`src/core/lpm_params.svh`:
```
// Purpose: Named offsets, field positions, reset values and counts of the pin mux
// Assumes: Included by bare name from the package only; the design files use its macros
// Notes: Register indices are word indices; the byte address is four times the index
//
// Operation
// Port-9 function-select register picks GPIO or alternate function per port-9 pin.
// Port-9 bit-4 pin drives the RTC second pulse when selected.
// In calibration, seconds 1-29 pass raw pulses; second 30 passes corrected pulse.
// Port-9 bit-3 pin drives divided-PLL pulse, optionally the one-second PLL pulse.
// A dedicated pin always carries the first energy path pulse.
// Port 3 bits 0-3 are GPIO after reset, switchable to LCD backplanes.
// Port 4 bits 0-1: segments at LCD type zero, backplanes at types 1-3.
// Port 5 bits 0-1: segments at LCD type 0-1, backplanes at types 2-3.
// Port 4 bit 2 to port 8 bit 2 become segments when enable bit set.
// Port-9 bit-0 pin is GPIO, bidirectional timer port zero, or segment.
// Three highest segment pins feed aux measurement; upper two feed aux comparator.
// Software disables segment drive on an analog pin before using it analog.
// Segment-capable pins without explicit select are GPIO until segment enabled; segments 36-39 have no GPIO stage and float instead.
// Exactly one function drives each pin; LCD type beats segment enables.
`ifndef LPM_PARAMS_SVH
`define LPM_PARAMS_SVH

// ****************************************
// Register map (word indices)
// ****************************************
`define LPM_IDX_FUNC_SEL 14'h00ad
`define LPM_IDX_LCD_CTRL 14'h2c1e
`define LPM_IDX_SEG_EN0 14'h2c20
`define LPM_SEG_EN_REGS 14'h0005
`define LPM_IDX_PIN_CFG 14'h2c28
`define LPM_IDX_STATUS 14'h2c29
`define LPM_RST_BYTE 8'h00
`define LPM_RST_SEG_EN 40'h00_0000_0000

// ****************************************
// Field positions
// ****************************************
`define LPM_LCD_TYPE_HI 5
`define LPM_LCD_TYPE_LO 4
`define LPM_FS_TIMER_BIT 0
`define LPM_FS_PLL_BIT 3
`define LPM_FS_PPS_BIT 4
`define LPM_CFG_COM_BIT 0
`define LPM_CFG_PLL1S_BIT 1
`define LPM_CFG_CAL_BIT 2
`define LPM_TYPE_SEG_ONLY 2'h0
`define LPM_TYPE_FOUR_COM 2'h1
`define LPM_TYPE_SIX_COM 2'h2

// ****************************************
// Counts and pad layout
// ****************************************
`define LPM_SEC_FIRST 5'h00
`define LPM_SEC_LAST 5'h1d
`define LPM_SEC_STEP 5'h01
`define LPM_NUM_PADS 46
`define LPM_NUM_SEG 40
`define LPM_NUM_COM 8
`define LPM_PAD_SEG 4
`define LPM_PAD_PLL 44
`define LPM_PAD_PPS 45
`define LPM_SEG_TIMER 35
`define LPM_SEG_OUT_ONLY 36
`define LPM_SEG_ANALOG 37
`define LPM_COM_P4 4
`define LPM_COM_P5 6
`define LPM_SEG_P5 8

`endif

```
`src/core/lpm_pkg.sv`:
```
// Purpose: Types shared by the pin mux files
// Assumes: lpm_params.svh holds all numeric constants
// Notes: Types only
package lpm_pkg;
  `include "lpm_params.svh"

  // Function driving one pad
  typedef enum logic [1:0] {
    LPM_FN_GPIO,
    LPM_FN_SEG,
    LPM_FN_COM,
    LPM_FN_ALT
  } lpm_fn_t;

  // Drive of one pin: level and output enable
  typedef struct packed {
    logic out;
    logic oe;
  } lpm_drv_t;

  // APB request from the master
  typedef struct packed {
    logic psel;
    logic penable;
    logic pwrite;
    logic [15:0] paddr;
    logic [31:0] pwdata;
  } lpm_apb_req_t;
endpackage

```
`src/core/lpm_pad_cell.sv`:
```
// Purpose: One pad output stage choosing exactly one driving function
// Assumes: Select and sources are steady relative to clk_i
// Notes: Output is registered so pad drive never glitches during a select change
`timescale 1ns/100ps
module lpm_pad_cell import lpm_pkg::*; #(
  parameter bit HAS_GPIO = 1'b1
) (
  input wire clk_i,
  input wire rstn_i,
  input wire lpm_fn_t sel_i,
  input wire lpm_drv_t gpio_i,
  input wire seg_i,
  input wire com_i,
  input wire lpm_drv_t alt_i,
  output lpm_drv_t pad_o
);
  lpm_drv_t next_pad;

  // ****************************************
  // Source selection
  // ****************************************
  // One case arm per function, so two sources can never share the pin
  always_comb begin
    case (sel_i)
      LPM_FN_GPIO: next_pad = HAS_GPIO ? gpio_i : '0;
      LPM_FN_SEG: next_pad = '{out: seg_i, oe: 1'b1};
      LPM_FN_COM: next_pad = '{out: com_i, oe: 1'b1};
      LPM_FN_ALT: next_pad = alt_i;
      default: next_pad = '0;
    endcase
  end

  // Pad register; released pin after reset
  always_ff @(posedge clk_i or negedge rstn_i) begin
    if (!rstn_i) begin
      pad_o <= '0;
    end else begin
      pad_o <= next_pad;
    end
  end
endmodule

```
`src/core/lpm_pin_mux.sv`:
```
// Purpose: Pin function mux for the LCD and port-9 pin group, with APB registers
// Assumes: All inputs synchronous to clk_i; APB with zero wait states
// Notes: Pad index 0-3 port 3, 4-43 segments 0-39, 44 PLL pin, 45 second pin
`timescale 1ns/100ps
module lpm_pin_mux import lpm_pkg::*; (
  input wire clk_i,
  input wire rstn_i,
  input wire lpm_apb_req_t apb_i,
  output logic [31:0] prdata_o,
  output logic pready_o,
  output logic pslverr_o,
  input wire lpm_drv_t [`LPM_NUM_PADS-1:0] gpio_drv_i,
  output logic [`LPM_NUM_PADS-1:0] gpio_in_o,
  input wire [`LPM_NUM_PADS-1:0] pad_in_i,
  output lpm_drv_t [`LPM_NUM_PADS-1:0] pad_o,
  input wire [`LPM_NUM_SEG-1:0] lcd_seg_i,
  input wire [`LPM_NUM_COM-1:0] lcd_com_i,
  output logic [1:0] lcd_type_o,
  output logic [`LPM_NUM_SEG-1:0] seg_enable_o,
  input wire rtc_pulse_i,
  input wire rtc_cal_pulse_i,
  input wire pll_div_pulse_i,
  input wire pll_sec_pulse_i,
  input wire lpm_drv_t timer_a_drv_i,
  output logic timer_a_in_o,
  input wire energy_pulse_one_i,
  output logic energy_pulse_one_o,
  input wire [2:0] aux_analog_req_i,
  output logic [2:0] aux_meas_connect_o,
  output logic [1:0] aux_cmp_connect_o
);
  logic [7:0] port9_function_select;
  logic [7:0] lcd_control;
  logic [7:0] pin_config;
  logic [`LPM_NUM_SEG-1:0] seg_en;
  logic [4:0] sec_cnt;
  logic rtc_pulse_q;

  // ****************************************
  // APB decode
  // ****************************************
  // Single-cycle access; read data is latched in the setup cycle
  wire [13:0] idx = apb_i.paddr[15:2];
  wire [13:0] seg_off = idx - `LPM_IDX_SEG_EN0;
  wire hit_fs = idx == `LPM_IDX_FUNC_SEL;
  wire hit_lcd = idx == `LPM_IDX_LCD_CTRL;
  wire hit_seg = seg_off < `LPM_SEG_EN_REGS;
  wire hit_cfg = idx == `LPM_IDX_PIN_CFG;
  wire hit_sts = idx == `LPM_IDX_STATUS;
  wire addr_hit = hit_fs | hit_lcd | hit_seg | hit_cfg | hit_sts;
  wire setup_rd = apb_i.psel & ~apb_i.penable & ~apb_i.pwrite;
  wire access_wr = apb_i.psel & apb_i.penable & apb_i.pwrite;
  wire [7:0] wbyte = apb_i.pwdata[7:0];
  wire [2:0] seg_byte = seg_off[2:0];
  wire [2:0] analog_clash = aux_analog_req_i & seg_en[`LPM_NUM_SEG-1:`LPM_SEG_ANALOG];
  wire [7:0] status_byte = {analog_clash, sec_cnt};
  wire [7:0] seg_rd = seg_en[{seg_byte, 3'h0} +: 8];
  wire [7:0] rd_byte = hit_fs ? port9_function_select :
                       hit_lcd ? lcd_control :
                       hit_seg ? seg_rd :
                       hit_cfg ? pin_config :
                       hit_sts ? status_byte : `LPM_RST_BYTE;

  // Handshake: always ready, error on an unmapped address
  assign pready_o = 1'b1;
  assign pslverr_o = apb_i.psel & apb_i.penable & ~addr_hit;

  // Read data register
  always_ff @(posedge clk_i or negedge rstn_i) begin
    if (!rstn_i) begin
      prdata_o <= '0;
    end else if (setup_rd) begin
      prdata_o <= {24'h00_0000, rd_byte};
    end
  end

  // ****************************************
  // Control registers
  // ****************************************
  // Writes land at the access edge; status is read only and ignores writes
  always_ff @(posedge clk_i or negedge rstn_i) begin
    if (!rstn_i) begin
      port9_function_select <= `LPM_RST_BYTE;
      lcd_control <= `LPM_RST_BYTE;
      pin_config <= `LPM_RST_BYTE;
    end else if (access_wr) begin
      if (hit_fs) port9_function_select <= wbyte;
      if (hit_lcd) lcd_control <= wbyte;
      if (hit_cfg) pin_config <= wbyte;
    end
  end

  // Segment enables, one byte lane per register
  always_ff @(posedge clk_i or negedge rstn_i) begin
    if (!rstn_i) begin
      seg_en <= `LPM_RST_SEG_EN;
    end else if (access_wr && hit_seg) begin
      seg_en[{seg_byte, 3'h0} +: 8] <= wbyte;
    end
  end

  wire [1:0] lcd_type = lcd_control[`LPM_LCD_TYPE_HI:`LPM_LCD_TYPE_LO];
  wire fs_timer = port9_function_select[`LPM_FS_TIMER_BIT];
  wire fs_pll = port9_function_select[`LPM_FS_PLL_BIT];
  wire fs_pps = port9_function_select[`LPM_FS_PPS_BIT];
  wire com_en = pin_config[`LPM_CFG_COM_BIT];
  wire pll_1s = pin_config[`LPM_CFG_PLL1S_BIT];
  wire cal_en = pin_config[`LPM_CFG_CAL_BIT];
  assign lcd_type_o = lcd_type;
  assign seg_enable_o = seg_en;

  // ****************************************
  // Second pulse and calibration cycle
  // ****************************************
  // Counter sits at the last second while idle so a new cycle starts at second one
  wire rtc_rise = rtc_pulse_i & ~rtc_pulse_q;
  wire [4:0] sec_inc = (sec_cnt == `LPM_SEC_LAST) ? `LPM_SEC_FIRST : sec_cnt + `LPM_SEC_STEP;
  wire [4:0] next_sec = !cal_en ? `LPM_SEC_LAST : rtc_rise ? sec_inc : sec_cnt;
  // Look ahead at the rising edge so the thirtieth pulse is corrected from its first cycle
  wire last_sec = cal_en && ((rtc_rise ? sec_inc : sec_cnt) == `LPM_SEC_LAST);
  wire pps_src = last_sec ? rtc_cal_pulse_i : rtc_pulse_i;
  wire pll_src = pll_1s ? pll_sec_pulse_i : pll_div_pulse_i;

  always_ff @(posedge clk_i or negedge rstn_i) begin
    if (!rstn_i) begin
      sec_cnt <= `LPM_SEC_LAST;
      rtc_pulse_q <= 1'b0;
    end else begin
      sec_cnt <= next_sec;
      rtc_pulse_q <= rtc_pulse_i;
    end
  end

  // ****************************************
  // Per-pad select and sources
  // ****************************************
  lpm_fn_t [`LPM_NUM_PADS-1:0] pad_sel;
  logic [`LPM_NUM_PADS-1:0] pad_seg;
  logic [`LPM_NUM_PADS-1:0] pad_com;
  lpm_drv_t [`LPM_NUM_PADS-1:0] pad_alt;

  // Port 3 backplanes on a single switch
  genvar gi;
  generate
    for (gi = 0; gi < `LPM_PAD_SEG; gi++) begin : g_p3
      assign pad_sel[gi] = com_en ? LPM_FN_COM : LPM_FN_GPIO;
      assign pad_seg[gi] = 1'b0;
      assign pad_com[gi] = lcd_com_i[gi];
      assign pad_alt[gi] = '0;
    end
    // Segment pins; LCD type is decided before the per-pin enable
    for (gi = 0; gi < `LPM_NUM_SEG; gi++) begin : g_seg
      localparam int P = gi + `LPM_PAD_SEG;
      wire lpm_fn_t own = seg_en[gi] ? LPM_FN_SEG : LPM_FN_GPIO;
      assign pad_seg[P] = lcd_seg_i[gi];
      if (gi < `LPM_COM_P5 - `LPM_COM_P4) begin : g_p4
        assign pad_sel[P] = (lcd_type != `LPM_TYPE_SEG_ONLY) ? LPM_FN_COM : own;
        assign pad_com[P] = lcd_com_i[gi + `LPM_COM_P4];
      end else if (gi == `LPM_SEG_P5 || gi == `LPM_SEG_P5 + 1) begin : g_p5
        assign pad_sel[P] = (lcd_type >= `LPM_TYPE_SIX_COM) ? LPM_FN_COM : own;
        assign pad_com[P] = lcd_com_i[gi - `LPM_SEG_P5 + `LPM_COM_P5];
      end else if (gi == `LPM_SEG_TIMER) begin : g_tmr
        assign pad_sel[P] = fs_timer ? LPM_FN_ALT : own;
        assign pad_com[P] = 1'b0;
      end else begin : g_plain
        assign pad_sel[P] = own;
        assign pad_com[P] = 1'b0;
      end
      if (gi == `LPM_SEG_TIMER) begin : g_talt
        assign pad_alt[P] = timer_a_drv_i;
      end else begin : g_nalt
        assign pad_alt[P] = '0;
      end
    end
  endgenerate

  // Port-9 pulse pins
  assign pad_sel[`LPM_PAD_PLL] = fs_pll ? LPM_FN_ALT : LPM_FN_GPIO;
  assign pad_sel[`LPM_PAD_PPS] = fs_pps ? LPM_FN_ALT : LPM_FN_GPIO;
  assign pad_seg[`LPM_PAD_PPS:`LPM_PAD_PLL] = 2'h0;
  assign pad_com[`LPM_PAD_PPS:`LPM_PAD_PLL] = 2'h0;
  assign pad_alt[`LPM_PAD_PLL] = '{out: pll_src, oe: 1'b1};
  assign pad_alt[`LPM_PAD_PPS] = '{out: pps_src, oe: 1'b1};

  // ****************************************
  // Pad cells
  // ****************************************
  // The top segment pins have no GPIO stage and float when not driving segments
  generate
    for (gi = 0; gi < `LPM_NUM_PADS; gi++) begin : g_cell
      localparam bit GP = !(gi >= `LPM_PAD_SEG + `LPM_SEG_OUT_ONLY && gi < `LPM_PAD_PLL);
      lpm_pad_cell #(.HAS_GPIO(GP)) u_cell (
        .clk_i(clk_i),
        .rstn_i(rstn_i),
        .sel_i(pad_sel[gi]),
        .gpio_i(gpio_drv_i[gi]),
        .seg_i(pad_seg[gi]),
        .com_i(pad_com[gi]),
        .alt_i(pad_alt[gi]),
        .pad_o(pad_o[gi])
      );
    end
  endgenerate

  // ****************************************
  // Inputs, energy pulse and analog switches
  // ****************************************
  // Analog switch closes only with segment drive off, guarding the glass from the input
  wire [2:0] meas_ok = aux_analog_req_i & ~seg_en[`LPM_NUM_SEG-1:`LPM_SEG_ANALOG];
  always_ff @(posedge clk_i or negedge rstn_i) begin
    if (!rstn_i) begin
      gpio_in_o <= '0;
      timer_a_in_o <= 1'b0;
      energy_pulse_one_o <= 1'b0;
      aux_meas_connect_o <= 3'h0;
      aux_cmp_connect_o <= 2'h0;
    end else begin
      gpio_in_o <= pad_in_i;
      timer_a_in_o <= pad_in_i[`LPM_PAD_SEG + `LPM_SEG_TIMER];
      energy_pulse_one_o <= energy_pulse_one_i;
      aux_meas_connect_o <= meas_ok;
      aux_cmp_connect_o <= meas_ok[2:1];
    end
  end
endmodule

```
`config.mk`:
```
export PLATFORM = sky130hd
export DESIGN_NAME = lpm_pin_mux
export DESIGN_NICKNAME = d
export VERILOG_FILES = /design/src/core/lpm_pkg.sv /design/src/core/lpm_pad_cell.sv /design/src/core/lpm_pin_mux.sv
export VERILOG_INCLUDE_DIRS = /design/src /design/src/core
export SDC_FILE = /design/constraint.sdc
export NUM_CORES = 1
export LEC_CHECK = 0
export ABC_AREA = 1
export BUFFER_PORTS_ARGS = -buffer_cell sky130_fd_sc_hd__buf_4
export CORE_AREA = 2 2 184 186
export DETAILED_ROUTE_END_ITERATION = 10
export DIE_AREA = 0 0 186 188
export HOLD_SLACK_MARGIN = 0.06
export PLACE_DENSITY = 0.52
export SYNTH_ARGS = -nofsm -noshare
export SYNTH_HDL_FRONTEND = slang
export SYNTH_SLANG_ARGS = --single-unit
```
`constraint.sdc`:
```
create_clock -name clk_i -period 4.7 [get_ports clk_i]
set_clock_uncertainty 0.05 [all_clocks]
set_input_delay 0.47 -clock clk_i [delete_from_list [all_inputs] [get_ports clk_i]]
set_output_delay 0.47 -clock clk_i [all_outputs]
set_load 0.1 [all_outputs]
```
Word level (Yosys, flattened, before mapping) --
Cells that the tools add are included.
Storage, ports and cells: word-level logic and storage cells 424, output and inout port bits 221, input bits 249, register bits 223
Operators by class: order comparisons 2, multiplexer cells 105, reduce and logical (&&, ||, !) cells 55, shift-type cells 3, bitwise gates (word level) 17, add/sub/neg operators 3, equality and inequality tests 135
Operator list (number):
- $pmux 2 s4 | 40
- $eq 1x2->1 const B | 70
- $logic_not 2->1 | 43
- $eq 14x14->1 const B | 3
- $mux 1 | 42
- $bwmux 40 | 1
- $mux 8 | 5
- $shift 8x8->40 const A | 1
- $shiftx 40x7->8 | 1
- $shiftx 8x8->40 | 1
- $pmux 2 s3 | 6
- $eq 1x1->1 const B | 35
- $eq 2x2->1 const B | 16
- $eq 2x1->1 const B | 8
- $mux 2 | 8
- $mux 5 | 3
- $eq 14x8->1 const B | 1
- $lt 14x3->1 const B | 1
- $sub 14x14->14 const B | 1
- $reduce_or 2->1 | 6
- $eq 5x5->1 const B | 2
- $neg 6->8 | 1
- $and 1x1->1 | 6
- $and 3x3->3 | 2
- 8 further kinds | 17

Logic depth before layout (Yosys ltp) --
depth in word-level cells 7, depth in mapped cells 17, gate-level depth less buffers 13

By module --
From an unflattened synthesis, not the netlist that was laid out.
Second synthesis, totals: cells, all modules 1329, area total of the unflattened synthesis 10938.0 µm²
Modules (own cells, without submodules):
- lpm_pin_mux | area each 6306.0 µm², sequential area each 3208.1 µm², cells each 739, instances 1
- lpm_pad_cell (g_cell[0].u_cell ...) | area each 101.3 µm², sequential area each 50.0 µm², cells each 13, instances 42
- lpm_pad_cell (g_cell[40].u_cell ...) | area each 93.8 µm², sequential area each 50.0 µm², cells each 11, instances 4

Least setup slack after synthesis --
OpenSTA, ideal clock, no wires.
kind input -> output, start point input apb_i[34] (netlist name), end point output pslverr_o, path buffers 4, required time 4180 ps, cell stages on the path 13, arrival 4874 ps, setup slack -694 ps, path through buf_4 -> inv_2 -> buf_2 -> buf_2 -> ha_1 -> inv_1 -> nand2_1 -> nand3_1 -> nor2_1 -> nand2_2 -> clkbuf_1 -> o21ai_0 -> nor4_1
Between the ends: word-level cells in the longest chain between the ends 7, elaborated cells between the ends (all ways) 12, those cells by class 1 x add/sub; 1 x order compare; 4 x eq/ne; 6 x bitwise
Ends and longest elaborated chain:
- start, declared | line lpm_pin_mux.sv:8 | input wire lpm_apb_req_t apb_i,
- $sub 14x14->14 (no source line) (tied with other cells)
- $lt 14x3->1 (no source line) or $or 1x1->1 (tied branches)
- $or 1x1->1 (2 in a row) | line lpm_pin_mux.sv:50 | wire addr_hit = hit_fs | hit_lcd | hit_seg | hit_cfg | hit_sts;
- $or 1x1->1 * | line lpm_pin_mux.sv:50
- $not 1->1 * | line lpm_pin_mux.sv:66 | assign pslverr_o = apb_i.psel & apb_i.penable & ~addr_hit;
- $and 1x1->1 * | line lpm_pin_mux.sv:66
- end, declared | line lpm_pin_mux.sv:11 | output logic pslverr_o,
Every way passes the cells marked *; elsewhere a longest branch is shown, timed or not.

Worst setup path in the final report --
Same ends and word-level chain as after synthesis.

==> flow_metrics.env <==
export IMPL_p_leak_nw=7.201
export IMPL_startpoint_type="input port"
export IMPL_synth_seq_cells=220
export IMPL_die_h_um=188
export IMPL_syn_inst=934
export IMPL_overflow=0
export IMPL_grt_use_met3_pct=3.243
export IMPL_dpl_cell_count=1762
export IMPL_outcome="completed"
export IMPL_stdcell_area_um2=14100
export IMPL_drive_gt1_share_pct=39.48
export IMPL_antenna_found_initial=0
export IMPL_vdd_drop_max_uv=225.5
export IMPL_coreArea_um2=33110
export IMPL_critPathCaptureType="output port"
export IMPL_antenna_violating_nets_post_route=0
export IMPL_fp_dieW_um=186
export IMPL_grt_usage_pct=17.44
export IMPL_drt_iter0_drc=399
export IMPL_tightestPinTransition_ns=0.9456
export IMPL_critPathRequiredTime_ns=4.18
export IMPL_hold_depth=3
export IMPL_hpwlAfterDp_mm=23.40
export IMPL_yosysWarnings=0
export IMPL_final_setup_viol_count=0
export IMPL_crit_fanout=28
export IMPL_top_usage_layer="met2"
export IMPL_ioPinCount=470
export IMPL_use_met1_pct=20.99
export IMPL_dieArea_um2=34970
export IMPL_synth_area_um2=9110
export IMPL_rsz0062_at_grt="false"
export IMPL_arrival_ns=2.77
export IMPL_insertedDiodeCount=0
export IMPL_fin_setup_tns_ns=0
export IMPL_grt_first_pass_wirelength_mm=46.71
export IMPL_clk_pin_slew_worst_paths_ns=0.06
export IMPL_grt_use_met2_pct=31.93
export IMPL_gp_congestion=0.8457
export IMPL_cts_tree="done"
export IMPL_min_path_type="in2reg"
export IMPL_drt_pass1_iterations=5
export IMPL_synth_top_area_share_pct=59.33
export IMPL_maxCapViolCount=0
export IMPL_slew_violations=0
export IMPL_grt_pass1_vias=8117
export IMPL_min_period_ns=3.290
export IMPL_cts_root_buf="clkbuf_16"
export IMPL_clock_sinks=220
export IMPL_wirelength_mm=31.34
export IMPL_cts_resized=0
export IMPL_cts_htree_levels=1
export IMPL_synthToLayoutAreaGrowth_pct=54.73
export IMPL_power_density_nw_per_um2=359.2
export IMPL_cts_buffers=27
export IMPL_fin_crit_sh_pct=70.01
export IMPL_start_util_pct=27.51
export IMPL_clk_path_buf_depth=3
export IMPL_synth_cell_types=29
export IMPL_nets=1669
export IMPL_hold_violations=0
export IMPL_wl_per_cell_um=16.68
export IMPL_clock_fmax_mhz=303.9
export IMPL_critPathKind="in2out"
export IMPL_yosys_area_top_type="dfrtp_1"
export IMPL_reg2reg_depth=10
export IMPL_clk_latency_ns=0.52
export IMPL_postCtsSetupRepairBufs=0
export IMPL_grt_max_degree=113
export IMPL_fin_cells=1879
export IMPL_drt_vias_per_instance=4.287
export IMPL_postSynthAreaPerCell_um2=9.754
export IMPL_slew_headroom_pct=36.73
export IMPL_seq_area_frac_synth_pct=60.49
export IMPL_rows=67
export IMPL_placed_area_um2=12500
export IMPL_ys_top_cells_by_area="dfrtp_1, nand2_1, mux2_2, nand3_1, inv_1"
export IMPL_io_buffer_count=410
export IMPL_drc=0
export IMPL_vias=8055
==> per-layer routing <==
metal	routed length [µm]	share of wire (%)	vias to the layer above
met5	0	0	-
met4	533	1.7	0
met3	2296	7.3	35
met2	16140	51	313
met1	12370	39	3847
li1	-	-	3860
==> cell usage in the layout, fill, tap and decap left out, types with 4 or more instances in the layout <==
cell,Yosys,routed
dlygate4sd3_1,0,69
dfstp_2,4,4
buf_4,35,409
o21ai_2,24,24
nor3_1,13,13
mux2_2,31,31
nand3_1,62,62
nor2_1,54,54
dfrtp_1,216,216
conb_1,2,25
clkbuf_16,0,27
nand2_1,266,266
a21oi_1,10,10
inv_1,77,77
or2_2,37,37
o21ai_0,54,54
clkinv_2,0,6
clkbuf_8,0,4
ha_1,8,8
==> worst max-delay path: stages <==
cell and delay, ns:
buf_4 0.22, inv_2 0.24, ha_1 0.34, nand3_1 0.11, nor3_1 0.05, nand2_1 0.07, clkinv_1 0.39, nor4_2 0.50
buf_4 0.36
==> repair_timing <==
item,in CTS,in global routing
setup endpoints to repair,0,0
endpoints found under the hold margin,172,0
hold buffers,69,0
==> synthesized netlist by cell type, drive strengths merged <==
cell,count
nand2,269
dfrtp,216
inv,79
o21ai,78
nand3,65
nor2,57
buf,45
or2,38
mux2,31
nor3,14
a21oi,10
clkbuf,9
ha,8
dfstp,4
nor4,3
clkinv,2
conb,2
nand4,2
a31oi,1
o211ai,1
==> through the flow <==
| step | hold slack, ns | total power, mW | worst slack (ns) | util [%] |
|---|---|---|---|---|
| after floorplan | 0.1244 | 2.653 | 0.4442 | - |
| after global placement | 0.4156 | 2.959 | 1.429 | 37.76 |
| after detailed placement | 0.4194 | 2.963 | 1.386 | 37.76 |
| after CTS | 0.06019 | 5.137 | 1.379 | 42.57 |
| after global routing | 0.06407 | 5.259 | 1.143 | 42.57 |
| final | 0.08599 | 5.064 | 1.410 | 42.57 |
==> where the power goes <==
group	total, mW	internal [mW]	leakage, nW	switching (mW)
Combinational	0.998	0.270	4.01	0.728
Sequential	1.97	1.95	2.75	0.0186
Clock	2.09	1.28	0.440	0.815
Total	5.06	3.50	7.20	1.56
==> sequential cells by signal, summed over array words and instances, names as in the netlist <==
signal                 cells
prdata_o                   8
aux_meas_connect_o         1
pin_config                 8
rtc_pulse_q                1
gpio_in_o                 46
energy_pulse_one_o         1
g_cell.u_cell.pad_o       92
port9_function_select      8
aux_cmp_connect_o          2
lcd_control                8
sec_cnt                    5
seg_enable_o              40
==> path summary, 6_finish.rpt <==
check	startpoint	slack, ns	endpoint
max	apb_i[34]	1.41	pslverr_o
min	lcd_seg_i[36]	0.09	g_cell[40].u_cell.pad_o[1]
max reg2reg	sec_cnt[0]	2.96	g_cell[45].u_cell.pad_o[1]
min reg2reg	prdata_o[4]	0.43	prdata_o[4]
max in group asynchronous	rstn_i	2.89	seg_enable_o[33]
min in group asynchronous	rstn_i	0.53	g_cell[34].u_cell.pad_o[1]
==> cells by family after synthesis <==
kind of cell	share of synthesized area [%]
AO/OA/AOI/OAI	5.975
adder cells (fa/ha/maj)	1.099
buffers and inverters	7.348
flip-flops	60.49
multiplexers	3.832
other	0.08244
AND/OR/NAND/NOR	21.18
==> cell type report <==
type / count / area, µm²
clock buffers: 34 / 742.0
clock inverters: 14 / 160.2
fillers: 3265 / 19020
inverters: 81 / 304.0
multi-input cells: 602 / 3023
flip-flops and latches: 220 / 5510
well taps: 448 / 560.5
repair buffers: 480 / 3796
(Power assumes the default switching activity.)
